File: src/verilog/wp_clear_cfg.svh
/*
 * Constants for the write-protect clear register of one peripheral group:
 * register offset, reset value, mapped bits and each peripheral's bit position.
 * Assumes it is included by bare name from design and test files.
 */
`ifndef WP_CLEAR_CFG_SVH
`define WP_CLEAR_CFG_SVH

// ============================================================
// register placement
`define WP_ADDR_WIDTH 12
`define WP_CLR_OFFSET 12'h000
`define WP_DATA_WIDTH 32

// ============================================================
// reset and mapping
`define WP_RESET_VALUE 32'h0000_0000
`define WP_MAPPED_MASK 32'h0007_fffe
`define WP_READ_IDLE 32'h0000_0000

// ============================================================
// bit positions of the protected peripherals
`define WP_BIT_EVENT_ROUTING 1
`define WP_BIT_SERIAL_LO 2
`define WP_BIT_SERIAL_HI 7
`define WP_BIT_CTRL_TIMER_LO 8
`define WP_BIT_CTRL_TIMER_HI 10
`define WP_BIT_GEN_TIMER_LO 11
`define WP_BIT_GEN_TIMER_HI 15
`define WP_BIT_ADC 16
`define WP_BIT_COMPARATOR 17
`define WP_BIT_DAC 18

`endif

File: src/verilog/wp_pkg.sv
/*
 * Types shared by the write-protect clear block: the flag vector and the
 * register-port phase machine.
 * Assumes wp_clear_cfg.svh is on the include path.
 */
`include "wp_clear_cfg.svh"

package wp_pkg;
   typedef logic [`WP_DATA_WIDTH-1:0] prot_vec_t;
   typedef logic [`WP_ADDR_WIDTH-1:0] reg_addr_t;

   typedef enum logic [2:0] {
      ST_IDLE   = 3'b001,
      ST_SETUP  = 3'b010,
      ST_ACCESS = 3'b100
   } bus_state_t;
endpackage

File: src/verilog/prot_bank_if.sv
/*
 * Carrier between the register port logic and the protection flag bank.
 * Assumes both ends sit on the same clock.
 */
interface prot_bank_if;
   import wp_pkg::*;
   prot_vec_t clearMask;
   prot_vec_t setMask;
   prot_vec_t flags;

   modport ctrl (output clearMask, output setMask, input flags);
   modport bank (input clearMask, input setMask, output flags);
endinterface

File: src/verilog/wp_flag_bank.sv
/*
 * Bank of write-protect flags, one flip-flop per mapped peripheral bit.
 * Assumes clear and set masks are one-cycle pulses on sys_clk.
 */
`include "wp_clear_cfg.svh"

module wp_flag_bank #(
   parameter int WIDTH = `WP_DATA_WIDTH,
   parameter logic [WIDTH-1:0] MAPPED = `WP_MAPPED_MASK,
   parameter logic [WIDTH-1:0] RESET_VAL = `WP_RESET_VALUE
) (
   input wire logic sys_clk,
   input wire logic rst_b,
   prot_bank_if.bank bankPort
);
   import wp_pkg::*;

   // ============================================================
   // one flag per bit; unmapped bits read as zero
   genvar i;
   generate
      for (i = 0; i < WIDTH; i = i + 1) begin : g_flag
         if (MAPPED[i]) begin : g_live
            logic flag_r;
            always_ff @(posedge sys_clk or negedge rst_b) begin
               if (!rst_b) begin
                  flag_r <= RESET_VAL[i];
               end else if (bankPort.setMask[i]) begin
                  // a set in the same cycle as a clear wins
                  flag_r <= 1'b1;
               end else if (bankPort.clearMask[i]) begin
                  flag_r <= 1'b0;
               end
            end
            assign bankPort.flags[i] = flag_r;
         end else begin : g_dead
            assign bankPort.flags[i] = 1'b0;
         end
      end
   endgenerate
endmodule

File: src/verilog/peripheral_write_protect_clear.sv
/*
 * Write-protect clear register for the timer, serial, event and analog
 * peripheral group, behind a zero-wait APB register port.
 * Assumes APB requests on sys_clk from the bridge and a one-cycle set pulse
 * vector from the companion set register logic.
 * Nothing on the bus can raise a flag; protection only rises through that vector.
 */
`include "wp_clear_cfg.svh"

// How it works
// - a zero written to any bit leaves that peripheral's protection unchanged
// - writing one clears the flag unless a set pulse arrives in the same cycle; flag reads 1 protected, 0 unprotected
// - bits 11 to 15 guard general timers zero to four in order
// - bits 8 to 10 guard control timers zero to two in order
// - bits 2 to 7 guard serial units zero to five in order
module peripheral_write_protect_clear (
   input wire logic sys_clk,
   input wire logic rst_b,
   input wire logic psel,
   input wire logic penable,
   input wire logic pwrite,
   input wire wp_pkg::reg_addr_t paddr,
   input wire logic [3:0] pstrb,
   input wire wp_pkg::prot_vec_t pwdata,
   output wp_pkg::prot_vec_t prdata,
   output logic pready,
   output logic pslverr,
   input wire wp_pkg::prot_vec_t protectSet,
   output wp_pkg::prot_vec_t protectFlags,
   output logic eventRoutingProtect,
   output logic [5:0] serialUnitProtect,
   output logic [2:0] controlTimerProtect,
   output logic [4:0] generalTimerProtect,
   output logic adcProtect,
   output logic analogComparatorProtect,
   output logic dacProtect
);
   import wp_pkg::*;

   // ============================================================
   // decode helpers
   function automatic logic regHit(input reg_addr_t addr);
      reg_addr_t offset;
      // word aligned: the two low address bits are ignored
      offset = `WP_CLR_OFFSET;
      regHit = (addr[`WP_ADDR_WIDTH-1:2] == offset[`WP_ADDR_WIDTH-1:2]);
   endfunction

   function automatic prot_vec_t laneMask(input logic [3:0] strb);
      prot_vec_t m;
      m = '0;
      for (int b = 0; b < 4; b++) begin
         m[b*8 +: 8] = {8{strb[b]}};
      end
      laneMask = m;
   endfunction

   // a one outside every peripheral group names nothing and is dropped
   // rather than stored
   function automatic prot_vec_t spanMask(input int lo, input int hi);
      prot_vec_t m;
      m = '0;
      for (int k = 0; k < `WP_DATA_WIDTH; k++) begin
         m[k] = (k >= lo) && (k <= hi);
      end
      spanMask = m;
   endfunction

   // ============================================================
   // signals
   bus_state_t state_r;
   bus_state_t state_nxt;
   prot_vec_t rdData_r;
   prot_vec_t rdData_nxt;
   logic err_r;
   logic err_nxt;
   logic setupPhase;
   logic accessPhase;
   logic writeHit;
   prot_vec_t clearBits;
   prot_vec_t clearableBits;

   prot_bank_if bankBus ();

   assign setupPhase = psel && !penable;
   assign accessPhase = psel && penable;

   // ============================================================
   // phase tracking
   always_comb begin
      state_nxt = state_r;
      unique case (state_r)
         ST_IDLE: begin
            // an access phase with no setup before it stays refused
            if (setupPhase) begin
               state_nxt = ST_SETUP;
            end
         end
         ST_SETUP: begin
            if (accessPhase) begin
               state_nxt = ST_ACCESS;
            end else if (!psel) begin
               state_nxt = ST_IDLE;
            end
         end
         ST_ACCESS: begin
            // zero wait: a new setup may follow with psel held high
            if (setupPhase) begin
               state_nxt = ST_SETUP;
            end else begin
               state_nxt = ST_IDLE;
            end
         end
         default: begin
            // an upset code falls back to idle
            state_nxt = ST_IDLE;
         end
      endcase
   end

   always_ff @(posedge sys_clk or negedge rst_b) begin
      if (!rst_b) begin
         state_r <= ST_IDLE;
      end else begin
         state_r <= state_nxt;
      end
   end

   // ============================================================
   // read data and error are captured in the setup cycle; prdata comes straight
   // from a flip-flop, pslverr is err_r gated with the access phase and state_r
   always_comb begin
      err_nxt = err_r;
      if (setupPhase) begin
         err_nxt = !regHit(paddr);
      end
   end

   always_comb begin
      rdData_nxt = rdData_r;
      if (setupPhase) begin
         if (!pwrite && regHit(paddr)) begin
            rdData_nxt = bankBus.flags;
         end else begin
            rdData_nxt = `WP_READ_IDLE;
         end
      end
   end

   always_ff @(posedge sys_clk or negedge rst_b) begin
      if (!rst_b) begin
         rdData_r <= `WP_READ_IDLE;
      end else begin
         rdData_r <= rdData_nxt;
      end
   end

   always_ff @(posedge sys_clk or negedge rst_b) begin
      if (!rst_b) begin
         err_r <= 1'b0;
      end else begin
         err_r <= err_nxt;
      end
   end

   assign prdata = rdData_r;
   // zero wait: every access completes in its first cycle
   assign pready = accessPhase;
   // an access without a preceding setup cycle is also refused
   assign pslverr = accessPhase && (err_r || (state_r != ST_SETUP));

   // ============================================================
   // write-one-to-clear: only ones in enabled byte lanes reach the bank,
   // zeros produce no clear at all
   assign writeHit = accessPhase && pwrite && !err_r && (state_r == ST_SETUP);
   assign clearableBits = spanMask(`WP_BIT_GEN_TIMER_LO, `WP_BIT_GEN_TIMER_HI)
      | spanMask(`WP_BIT_CTRL_TIMER_LO, `WP_BIT_CTRL_TIMER_HI)
      | spanMask(`WP_BIT_SERIAL_LO, `WP_BIT_SERIAL_HI)
      | spanMask(`WP_BIT_EVENT_ROUTING, `WP_BIT_EVENT_ROUTING)
      | spanMask(`WP_BIT_ADC, `WP_BIT_DAC);

   assign clearBits = writeHit ? (pwdata & laneMask(pstrb) & clearableBits) : '0;

   assign bankBus.clearMask = clearBits;
   assign bankBus.setMask = protectSet & `WP_MAPPED_MASK;

   wp_flag_bank #(
      .WIDTH(`WP_DATA_WIDTH),
      .MAPPED(`WP_MAPPED_MASK),
      .RESET_VAL(`WP_RESET_VALUE)
   ) u_bank (
      .sys_clk(sys_clk),
      .rst_b(rst_b),
      .bankPort(bankBus.bank)
   );

   // ============================================================
   // per-peripheral protection levels, all straight from the flags
   assign protectFlags = bankBus.flags;
   assign eventRoutingProtect = bankBus.flags[`WP_BIT_EVENT_ROUTING];
   // unit n of each group sits n bits above the group's lowest bit
   localparam int SerialUnits = `WP_BIT_SERIAL_HI - `WP_BIT_SERIAL_LO + 1;
   localparam int CtrlTimers = `WP_BIT_CTRL_TIMER_HI - `WP_BIT_CTRL_TIMER_LO + 1;
   localparam int GenTimers = `WP_BIT_GEN_TIMER_HI - `WP_BIT_GEN_TIMER_LO + 1;

   genvar n;
   generate
      for (n = 0; n < SerialUnits; n = n + 1) begin : g_serial
         assign serialUnitProtect[n] = bankBus.flags[`WP_BIT_SERIAL_LO + n];
      end
      for (n = 0; n < CtrlTimers; n = n + 1) begin : g_ctrl
         assign controlTimerProtect[n] = bankBus.flags[`WP_BIT_CTRL_TIMER_LO + n];
      end
      for (n = 0; n < GenTimers; n = n + 1) begin : g_gen
         assign generalTimerProtect[n] = bankBus.flags[`WP_BIT_GEN_TIMER_LO + n];
      end
   endgenerate
   assign adcProtect = bankBus.flags[`WP_BIT_ADC];
   assign analogComparatorProtect = bankBus.flags[`WP_BIT_COMPARATOR];
   assign dacProtect = bankBus.flags[`WP_BIT_DAC];
endmodule

File: config.mk
export PLATFORM = sky130hd
export DESIGN_NAME = peripheral_write_protect_clear
export DESIGN_NICKNAME = d
export VERILOG_FILES = /design/src/verilog/wp_pkg.sv /design/src/verilog/prot_bank_if.sv /design/src/verilog/wp_flag_bank.sv /design/src/verilog/peripheral_write_protect_clear.sv
export VERILOG_INCLUDE_DIRS = /design/src /design/src/verilog
export SDC_FILE = /design/constraint.sdc
export NUM_CORES = 1
export LEC_CHECK = 0
export BUFFER_PORTS_ARGS = -buffer_cell sky130_fd_sc_hd__buf_2
export CAP_MARGIN = 20
export CORE_AREA = 2 2 78 80
export CTS_CLUSTER_DIAMETER = 120
export DETAILED_ROUTE_END_ITERATION = 16
export DIE_AREA = 0 0 80 82
export GPL_TIMING_DRIVEN = 0
export HOLD_SLACK_MARGIN = 0.08
export PLACE_DENSITY = 0.84
export SETUP_SLACK_MARGIN = 0.3
export SYNTH_ARGS = -nofsm -noshare
export SYNTH_HDL_FRONTEND = slang
export SYNTH_HIERARCHICAL = 1
export SYNTH_SLANG_ARGS = --single-unit
File: constraint.sdc
create_clock -name sys_clk -period 4.66 [get_ports sys_clk]
set_clock_uncertainty 0.2 [all_clocks]
set_input_delay 0.932 -clock sys_clk [delete_from_list [all_inputs] [get_ports sys_clk]]
set_output_delay 0.932 -clock sys_clk [all_outputs]
set_load 0.005 [all_outputs]
-- Yosys cells after proc, flatten, opt, wreduce, memory -nomap -nowiden
Cells that the tools add are included.
- add/subtract/negate cells: 0
- multiply operators: 0
- div/mod/pow operators: 0
- magnitude comparators: 0
- equal/unequal tests: 6
- shifts and indexed selects: 0
- multiplexer cells: 43
- bitwise logic cells: 1
- reduce and logical (&&, ||, !) cells: 32
- operators with widths (cell ; number):
    2-to-1 mux 19 bit ; 2
    2-to-1 mux 1 bit ; 36
    nonzero test 2 bit ; 18
    bitwise AND 19 bit ; 1
    logical NOT 10 bit ; 1
    2-to-1 mux 3 bit ; 3
    one-hot mux 3 bit (3 select lines) ; 1
    logical AND 1 bit ; 7
    logical NOT 1 bit ; 4
    == test 3 x 1 -> 1 bit, second input constant ; 1
    == test 3 x 2 -> 1 bit, second input constant ; 1
    == test 3 bit, second input constant ; 1
    != test 3 x 2 -> 1 bit, second input constant ; 1
    != test 3 bit, second input constant ; 1
    2-to-1 mux 2 bit ; 1
    != test 2 bit, second input constant ; 1
    AND reduction 2 bit ; 1
    logical OR 1 bit ; 1
- register bits: 54
- bits in latches: 0
- bits in writable memories: 0
- bits in read-only memories: 0
- input port bits: 85
- output and inout port bits: 84
- logic and storage cells: 103
- memories: 0

-- Longest topological paths before layout
Gate-level depths: netlist of run 1.
- word-level depth: 7
- gate-level depth with buffers: 5
- mapped depth without buffers: 5

-- By module
The synthesis of run 1 kept the hierarchy.
- modules (own cells, without submodules) (module ; instances ; cells an instance ; area each (µm²) ; seq. area each (µm²)):
    peripheral_write_protect_clear ; 1 ; 131 ; 1637.8 ; 902.1
    wp_flag_bank ; 1 ; 87 ; 897.1 ; 450.4

-- Worst setup path before layout of run 1
Ideal clock, no wire load.
- path type: input to register
- from: input paddr[8]
- to: register rdData_r[10] (netlist: prdata[10])
- library setup time: 65 ps
- arrival time: 2156 ps
- data required time: 4395 ps
- slack: 2239 ps
- stages on the path: 4
- path buffers: 1
- path through: or4_4 > nor4_4 > buf_6 > a22o_1
- cells in the longest elaborated chain, start to end: 3
- ends and longest elaborated chain (item ; RTL line ; RTL):
    start: declaration ; peripheral_write_protect_clear.sv:22 ; input wire wp_pkg::reg_addr_t paddr,
    logical NOT 10 bit ; peripheral_write_protect_clear.sv:46 ; regHit = (addr[`WP_ADDR_WIDTH-1:2] == offset[`WP_ADDR_WIDTH-1:2]);
    logical AND 1 bit ; peripheral_write_protect_clear.sv:142 ; if (!pwrite && regHit(paddr)) begin
    2-to-1 mux 19 bit ; peripheral_write_protect_clear.sv:142 ;
    end signal: assignment ; peripheral_write_protect_clear.sv:152 ; rdData_r <= `WP_READ_IDLE;
    end signal: assignment ; peripheral_write_protect_clear.sv:154 ; rdData_r <= rdData_nxt;
    end: declaration ; peripheral_write_protect_clear.sv:73 ; prot_vec_t rdData_r;
No other way between the ends.
A chain may end at the register's enable or synchronous reset.

-- Worst setup path after layout of run 1
- from: input psel
- to: output pslverr
- cells in the longest elaborated chain, start to end: 2
- ends and longest elaborated chain (item ; RTL line ; RTL):
    start: declaration ; peripheral_write_protect_clear.sv:19 ; input wire logic psel,
    logical AND 1 bit ; peripheral_write_protect_clear.sv:86 ; assign accessPhase = psel && penable;
    logical AND 1 bit ; peripheral_write_protect_clear.sv:170 ; assign pslverr = accessPhase && (err_r || (state_r != ST_SETUP));
    end: declaration ; peripheral_write_protect_clear.sv:27 ; output logic pslverr,
No other way between the ends.

==> results_dict.tcl, run 1 <==
set metrics [dict create \
    worst-path-max-fanout 5 \
    cts-htree-levels 2 \
    path_category_of_the_worst_min_delay_check "reg2reg" \
    data_required_time_at_the_worst_endpoint_ns 3.53 \
    clk_latency_ns 0.29 \
    fin_util_pct 59.2 \
    worstPathArrival_ns 1.41 \
    reg2reg_setup_slack_ns 2.26 \
    critical-path-max-stage-delay_ns 0.12 \
    grt_first_pass_wirelength_mm 8.72 \
    final_nets 446 \
    post_synth_instance_area_um2 2530 \
    cts_hold_buf 0 \
    clk_pin_slew_worst_paths_ns 0.08 \
    post_cts_resize_count 0 \
    die_h_um 82 \
    grt_remaining_overflow 0 \
    drv_slew 0 \
    worst-setup-path-type "in2out" \
    design.portCount 169 \
    largest_vdd_supply_drop_v 0.000135 \
    fin_crit_sh_pct 54.5 \
    antenna_found_initial 0 \
    final.setup.tns_ns 0 \
    cp_cell_sequence "buf_2 > nand2_1 > nor2_1 > buf_2" \
    critical_path.n_buffers_inverters 2 \
    cp_top_family "simple AND/OR/NAND/NOR gates" \
    met1_length_mm 2.13 \
    num_rows 28 \
    place_ws_ns 1.86 \
    slew_headroom_pct 35.5 \
    min_period_ns 2.54 \
    grt_pass1_vias 1895 \
    start_util_pct 44.1 \
    floorplan.core_area_um2 5750 \
    final.setup.worst_slack_ns 2.12 \
    place.gp.congestion 0.796 \
    final-instance-count-excl-fill 437 \
    syn-instance-count 217 \
    tightest_slew_ns 0.966 \
    first_pass_iters 4 \
    pwr_density_cell_nw_per_um2 232 \
    clock-sinks 54 \
    final.hold.worst_slack_ns 0.284 \
    cts_setup_buffers 0 \
    antenna-diode-count 0 \
    endpoint_kind "output port" \
    detail_route.wirelength_mm 5.58 \
    highest-signal-layer "met4" \
    via_per_inst 4.51 \
    yosysWarningCount 6 \
    rsz0062_at_grt "false" \
    drive_gt1_share_pct 51.9 \
    report.final.setup_viol 0 \
    detailroute.via_count 1971 \
    place_hpwl_mm 4.43 \
    maxCapViolations 0 \
    dpl.cell_count 429 \
    static-leakage-power_nw 1.76 \
    met2_wirelength_mm 3.08 \
    io_buffer_count 123 \
    first_iter_violations 51 \
    flow.area_growth_from_synthesis_pct 34.3 \
    gr-usage-all-layers_pct 17.3 \
    grt_start_max_net_pins 41 \
    ant_nets 0 \
    max_clock_freq_mhz 394 \
    routed-wl-met3_um 329 \
    detail_route.wl_per_cell_um 12.8 \
    floorplan.die.width_um 80 \
    critical-path-top-cell-by-count "buf_2" \
    total_die_area_um2 6560 \
    final_report_hold_violation_count 0 \
    drc 0 \
    cts_inserted_buffers 5 \
    crit_path_slowest_cell "nand2_1" \
    ctsLongestPathBuffers 2 \
    synthesis.area_per_instance_um2 11.7 \
    clockRootBuffer "clkbuf_8" \
    run_status "finished, final reports clean" \
    tritoncts "built" \
    worstSetupStartpointType "primary input" \
]
==> routing by layer <==
metal / global-route usage (%) / up-vias
met4: 5.08 / 0
li1: - / 973
met2: 31.3 / 64
met5: 0 / -
met3: 3.85 / 2
met1: 20.5 / 932
==> stage by stage <==
step           cell area (um2)  total power [mW]
6_report                  3400             0.790
5_1_grt                   3400             0.835
4_1_cts                   3400             0.803
3_5_place_dp              3310             0.541
3_3_place_gp              3290             0.538
2_1_floorplan             2580             0.502
==> worst register-to-register path: stages, from the launching register on <==
cell	delay, ns
dfrtp_1	0.40
or3b_1	0.42
nor4b_2	0.82
and3_1	0.26
inv_1	0.04
a21o_1	0.15
==> placed cells by master (no fill, tap or decap), drive strengths merged, types with 2 or more instances in the layout <==
master  count
and3       10
conb       14
dfrtp      53
and2        8
or4         2
clkbuf     11
nor2        4
a21o       18
a22o       32
inv        19
buf       177
==> sequential cells by signal, indices dropped and copies added, names as in the netlist <==
name and cells:
u_bank/g_flag.g_live.flag_r 18, state_r 3, err_r 1, prdata 32
==> final timing paths <==
kind                                                         to                           start  depth (start not counted)
worst max-delay path                                    pslverr                            psel                          4
worst min-delay path             u_bank/g_flag[8].g_live.flag_r  u_bank/g_flag[8].g_live.flag_r                          1
worst max register to register   u_bank/g_flag[3].g_live.flag_r                      state_r[2]                          5
worst min register to register   u_bank/g_flag[8].g_live.flag_r  u_bank/g_flag[8].g_live.flag_r                          1
max in group asynchronous                             prdata[4]                           rst_b                          2
min in group asynchronous       u_bank/g_flag[12].g_live.flag_r                           rst_b                          1
==> where the power goes <==
part	total, mW	switching [mW]	internal, mW
clock	0.259	0.137	0.121
sequential	0.471	0.00101	0.470
combinational	0.0602	0.0310	0.0292
==> layout make-up <==
| type | instances | area, um2 |
|---|---|---|
| timing repair buffer | 124 | 636 |
| inverter | 19 | 71.3 |
| buffer | 56 | 420 |
| tap | 75 | 93.8 |
| clock buffer | 8 | 90.1 |
| sequential | 54 | 1350 |
| multi-input combinational | 101 | 736 |
| fill | 518 | 2350 |
No activity file was read; power rests on OpenSTA's default activity.
==> inputs of run 2 (changes only) <==
CORE_AREA = 2 2 85 87   (was 2 2 78 80)
DIE_AREA = 0 0 87 89   (was 0 0 80 82)
PLACE_DENSITY = 0.75   (was 0.84)
clock period = 2.2 ns   (was 4.66 ns; I/O delays follow)
==> run 2 against run 1 <==
Net effect:
- first-iteration DRC count shrank 33%
- sequential share of layout area is 0.92 points lower
- power grew 130%
- non-clock buffer count is 4 higher
- final cell count rose by 2.1%
- critical endpoint unchanged
- largest cell class unchanged
- highest routed layer unchanged
==> results_dict.tcl, run 2 (synthesis results as in run 1) <==
set metrics [dict create \
    grt_first_pass_wirelength_mm 8.48 \
    detail_route.wl_per_cell_um 12.6 \
    tightest_slew_ns 0.688 \
    tritoncts "built" \
    data_required_time_at_the_worst_endpoint_ns 1.56 \
    num_rows 30 \
    final_common_cell "buf_2" \
    first_iter_violations 34 \
    cts-htree-levels 2 \
    maxCapViolations 0 \
    routed-wl-met3_um 388 \
    critical-path-max-stage-delay_ns 0.43 \
    slew_headroom_pct 54.1 \
    regToRegEndpoint "u_bank/g_flag[18].g_live.flag_r" \
    report.final.setup_viol 0 \
    flip_flop_count_of_the_largest_register_after_layout 32 \
    static-leakage-power_nw 1.81 \
    met1_length_mm 2.31 \
    clk_latency_ns 0.30 \
    endpoint_kind "output port" \
    final_report_hold_violation_count 0 \
    worstHoldStart "protectSet[14]" \
    place_area_um2 3320 \
    mostFrequentLayoutCells "buf_2 (123), dfrtp_1 (53), buf_4 (52)" \
    cts_inserted_buffers 5 \
    detailroute.via_count 2013 \
    reg2reg_setup_slack_ns 0.27 \
    max_clock_freq_mhz 492 \
    design_area_um2 3480 \
    place.gp.congestion 0.754 \
    crit-reg2reg-launch "state_r[0]" \
    ant_nets 0 \
    worstPathArrival_ns 1.39 \
    antenna-diode-count 0 \
    critPathLaunch "state_r[0]" \
    pwr_density_cell_nw_per_um2 513 \
    via_per_inst 4.51 \
    largest_vdd_supply_drop_v 0.000407 \
    worstSetupStartpointType "flop" \
    clk_pin_slew_worst_paths_ns 0.09 \
    start_util_pct 37.7 \
    path_category_of_the_worst_min_delay_check "in2reg" \
    grt_start_max_net_pins 30 \
    min_period_ns 2.03 \
    total_die_area_um2 7740 \
    clock-sinks 54 \
    final_layout_fill_cell_count 617 \
    drive_gt1_share_pct 53.6 \
    flow.area_growth_from_synthesis_pct 37.5 \
    met2_wirelength_mm 2.87 \
    antenna_found_initial 0 \
    drv_slew 0 \
    drc 0 \
    grt_remaining_overflow 0 \
    run_status "finished, final reports clean" \
    crit_path_slowest_cell "or3b_4" \
    floorplan.core_area_um2 6720 \
    detail_route.wirelength_mm 5.63 \
    clockRootBuffer "clkbuf_8" \
    worst-setup-path-type "reg2out" \
    rsz0062_at_grt "true" \
    design.portCount 169 \
    worstSetupEndpoint "pslverr" \
    first_pass_iters 4 \
    ctsLongestPathBuffers 2 \
    cp_cell_sequence "or3b_4 > nor2_2 > nor2_1 > buf_2" \
    worst_r2r_path_cells 6 \
    place_hpwl_mm 4.46 \
    gr-usage-all-layers_pct 14.1 \
    fin_crit_sh_pct 92.4 \
    fin_util_pct 51.8 \
    io_buffer_count 123 \
    floorplan.die.width_um 87 \
    worst-path-max-fanout 4 \
    final_nets 450 \
    grt_pass1_vias 1824 \
    highest-signal-layer "met4" \
    die_h_um 89 \
]
==> run 2: layout make-up <==
cell class | count | area [um2] | area share (%)
repair buffers | 128 | 672 | 19.3
inverters | 19 | 71.3 | 2.05
clock inverters | 3 | 40.0 | 1.15
clock buffers | 5 | 68.8 | 1.98
plain buffers | 56 | 420 | 12.1
multi-input cells | 101 | 754 | 21.7
flip-flops and latches | 54 | 1350 | 38.9
well taps | 80 | 100 | 2.88
==> run 2: worst min-delay path by stage <==
stage | slack [ns] | cells past startpoint | endpoint
after floorplan | -0.06 | 0 | err_r
after global placement | 0.26 | 1 | u_bank/g_flag[13].g_live.flag_r
after detailed placement | 0.27 | 1 | u_bank/g_flag[13].g_live.flag_r
after CTS | 0.1 | 2 | u_bank/g_flag[14].g_live.flag_r
after global routing | 0.09 | 2 | u_bank/g_flag[9].g_live.flag_r
final | 0.11 | 2 | u_bank/g_flag[14].g_live.flag_r
==> run 2: stage by stage <==
step | std cells | worst slack [ns] | setup TNS (ns) | hold slack (ns) | total power [mW]
after floorplan | 230 | 0.271 | 0 | -0.0556 | 1.06
after CTS | 446 | 0.150 | 0 | 0.0983 | 1.81
after detailed placement | 434 | -0.0479 | -0.309 | 0.266 | 1.15
after global placement | 433 | -0.00472 | -0.00472 | 0.263 | 1.14
after global routing | 446 | 0.107 | 0 | 0.0887 | 1.87
final | 446 | 0.167 | 0 | 0.107 | 1.79
==> run 2: power breakdown <==
| part | internal [mW] | total, mW | switching (mW) |
|---|---|---|---|
| clock network | 0.335 | 0.656 | 0.320 |
| logic | 0.0640 | 0.132 | 0.0681 |
| registers | 0.996 | 0.998 | 0.00221 |
| total | 1.40 | 1.79 | 0.391 |
==> run 2: critical path, delay by kind of cell (launching register included) <==
family	cells	cell delay, ns
and+or+nand+nor	3	0.57
buffers and inverters	1	0.13
DFF	1	0.39
==> run 2: layer usage <==
layer	vias to the layer above	track usage, %
met5	-	0
met4	0	3.98
met3	8	3.69
met2	84	24.6
met1	941	17.2
li1	980	-
==> run 2: repair_timing <==
item / 4_1_cts / 5_1_grt
hold buffers: 1 / 0
setup endpoints to repair: 20 / 19
endpoints found under the hold margin: 28 / 0
pin swaps: 3 / 1
resized for setup: 4 / 0
buffers inserted: 3 / 0
==> inputs of run 3 (changes only) <==
CORE_AREA = 2 2 104 106   (was 2 2 85 87)
DIE_AREA = 0 0 106 108   (was 0 0 87 89)
PLACE_DENSITY = not set   (was 0.75)
==> run 3 against run 2 <==
Net effect:
- sequential share of layout area fell by 1.3 points
- combinational power rose by 4%
- power fell by 4.2%
- clock power fell by 12%
- utilization fell by 17 points
- worst setup slack improved by 0.0068 ns
- die area rose by 48%
- non-clock buffer count rose by 3
- hold slack got worse by 0.0044 ns
- wire length rose by 11%
- critical path type unchanged
- critical endpoint unchanged
==> results_dict.tcl, run 3 (synthesis results as in run 1) <==
set metrics [dict create \
    run_status "finished, final reports clean" \
    max_clock_freq_mhz 493 \
    multiInputGateArea_um2 762 \
    worst-path-max-fanout 4 \
    antenna-diode-count 0 \
    grt_remaining_overflow 0 \
    grt_start_max_net_pins 34 \
    slew_headroom_pct 45.2 \
    tritoncts "built" \
    grt_pass1_vias 1939 \
    maxCapViolations 0 \
    total_die_area_um2 11400 \
    largest_vdd_supply_drop_v 0.000240 \
    data_required_time_at_the_worst_endpoint_ns 1.56 \
    mostFrequentLayoutCells "buf_2 (123), buf_4 (53), dfrtp_1 (53)" \
    clockRootBuffer "clkbuf_8" \
    first_pass_iters 4 \
    met2_usage_pct 19.3 \
    clock-sinks 54 \
    tightest_slew_ns 0.822 \
    final_report_hold_violation_count 0 \
    final.hold.worst_slack_ns 0.103 \
    floorplan.core_area_um2 10200 \
    detailroute.via_count 2008 \
    io_buffer_count 123 \
    gr-usage-all-layers_pct 10.9 \
    cts_inserted_buffers 5 \
    drc 0 \
    worstPathArrival_ns 1.39 \
    antenna_found_initial 0 \
    num_rows 37 \
    design.portCount 169 \
    final_layout_fill_cell_count 1046 \
    final_nets 453 \
    pwr_density_cell_nw_per_um2 475 \
    fin_crit_sh_pct 92.1 \
    static-leakage-power_nw 1.82 \
    min_period_ns 2.03 \
    first_iter_violations 76 \
    cts-htree-levels 2 \
    place_hpwl_mm 4.84 \
    via_per_inst 3.98 \
    rsz0062_at_grt "true" \
    ctsLongestPathBuffers 2 \
    path_category_of_the_worst_min_delay_check "in2reg" \
    clk_pin_slew_worst_paths_ns 0.09 \
    most_heavily_used_metal_layer_in_global_routing "met2" \
    worst-setup-path-type "reg2out" \
    floorplan.die.width_um 106 \
    drv_slew 0 \
    fin_util_pct 35.2 \
    die_h_um 108 \
    grt_first_pass_wirelength_mm 9.66 \
    place.gp.congestion 0.737 \
    drive_gt1_share_pct 54.2 \
    start_util_pct 24.7 \
    flow.area_growth_from_synthesis_pct 42.3 \
    worstSetupStartpointType "flop" \
    detail_route.wirelength_mm 6.25 \
    flip_flop_count_of_the_largest_register_after_layout 32 \
    report.final.setup_viol 0 \
    seqCellArea_um2 1350 \
    grtUsageMet3_pct 2.29 \
    final_common_cell "buf_2" \
    ant_nets 0 \
    clk_latency_ns 0.30 \
    detail_route.wl_per_cell_um 12.4 \
    met1_usage_pct 12.9 \
    endpoint_kind "output port" \
]
==> run 3: cell type report <==
type	count	share of cell area (%)
Timing Repair Buffer	131	20.4
Tap cell	136	4.72
Buffer	56	11.7
Clock buffer	7	2.40
Inverter	19	1.98
Clock inverter	1	0.139
Sequential cell	54	37.5
Multi-Input combinational cell	101	21.2
==> run 3: worst max-delay path: stages (launching register included) <==
cell and delay, ns:
dfstp_2 0.38, or3b_4 0.42, nor2_1 0.11, nor2_1 0.04, buf_2 0.13
==> run 3: per-layer routing <==
layer | part of all wire, % | up-vias | wire length (um)
met4 | 1.8 | 0 | 112
met5 | 0 | - | 0
li1 | - | 983 | -
met3 | 5.6 | 7 | 351
met2 | 52 | 74 | 3230
met1 | 41 | 944 | 2560
==> run 3: power breakdown <==
group	leakage, nW	switching (mW)	internal [mW]	total (mW)
logic	1.12	0.0702	0.0671	0.137
registers	0.651	0.00169	0.996	0.997
clock network	0.0482	0.320	0.255	0.575
==> run 3: path summary, 6_finish.rpt <==
| path | start | end | slack, ns | cells past startpoint |
|---|---|---|---|---|
| worst max-delay path | state_r[0] | pslverr | 0.17 | 4 |
| min in group asynchronous | rst_b | u_bank/g_flag[9].g_live.flag_r | 0.55 | 2 |
| worst max register to register | state_r[0] | u_bank/g_flag[6].g_live.flag_r | 0.24 | 7 |
| worst min register to register | u_bank/g_flag[16].g_live.flag_r | u_bank/g_flag[16].g_live.flag_r | 0.29 | 1 |
| max in group asynchronous | rst_b | u_bank/g_flag[5].g_live.flag_r | 0.66 | 3 |
| worst min-delay path | protectSet[11] | u_bank/g_flag[11].g_live.flag_r | 0.10 | 2 |
==> run 3: per-stage QoR <==
stage	setup WS, ns	setup TNS [ns]	power [mW]	cell area [um2]	instances
final	0.174	0	1.71	3600	505
after global routing	0.0971	0	1.81	3600	505
after CTS	0.142	0	1.75	3590	505
after detailed placement	-0.171	-1.73	1.15	3400	490
after global placement	-0.131	-1.55	1.14	3370	489
after floorplan	0.271	0	1.06	2590	230
==> run 3: repair_timing <==
item | 4_1_cts | 5_1_grt
setup buffers | 5 | 0
cloned | 1 | 0
setup endpoints to repair | 29 | 19
gates resized for setup | 4 | 3
endpoints found under the hold margin | 31 | 0
pin swaps | 2 | 2
hold buffers | 1 | 0
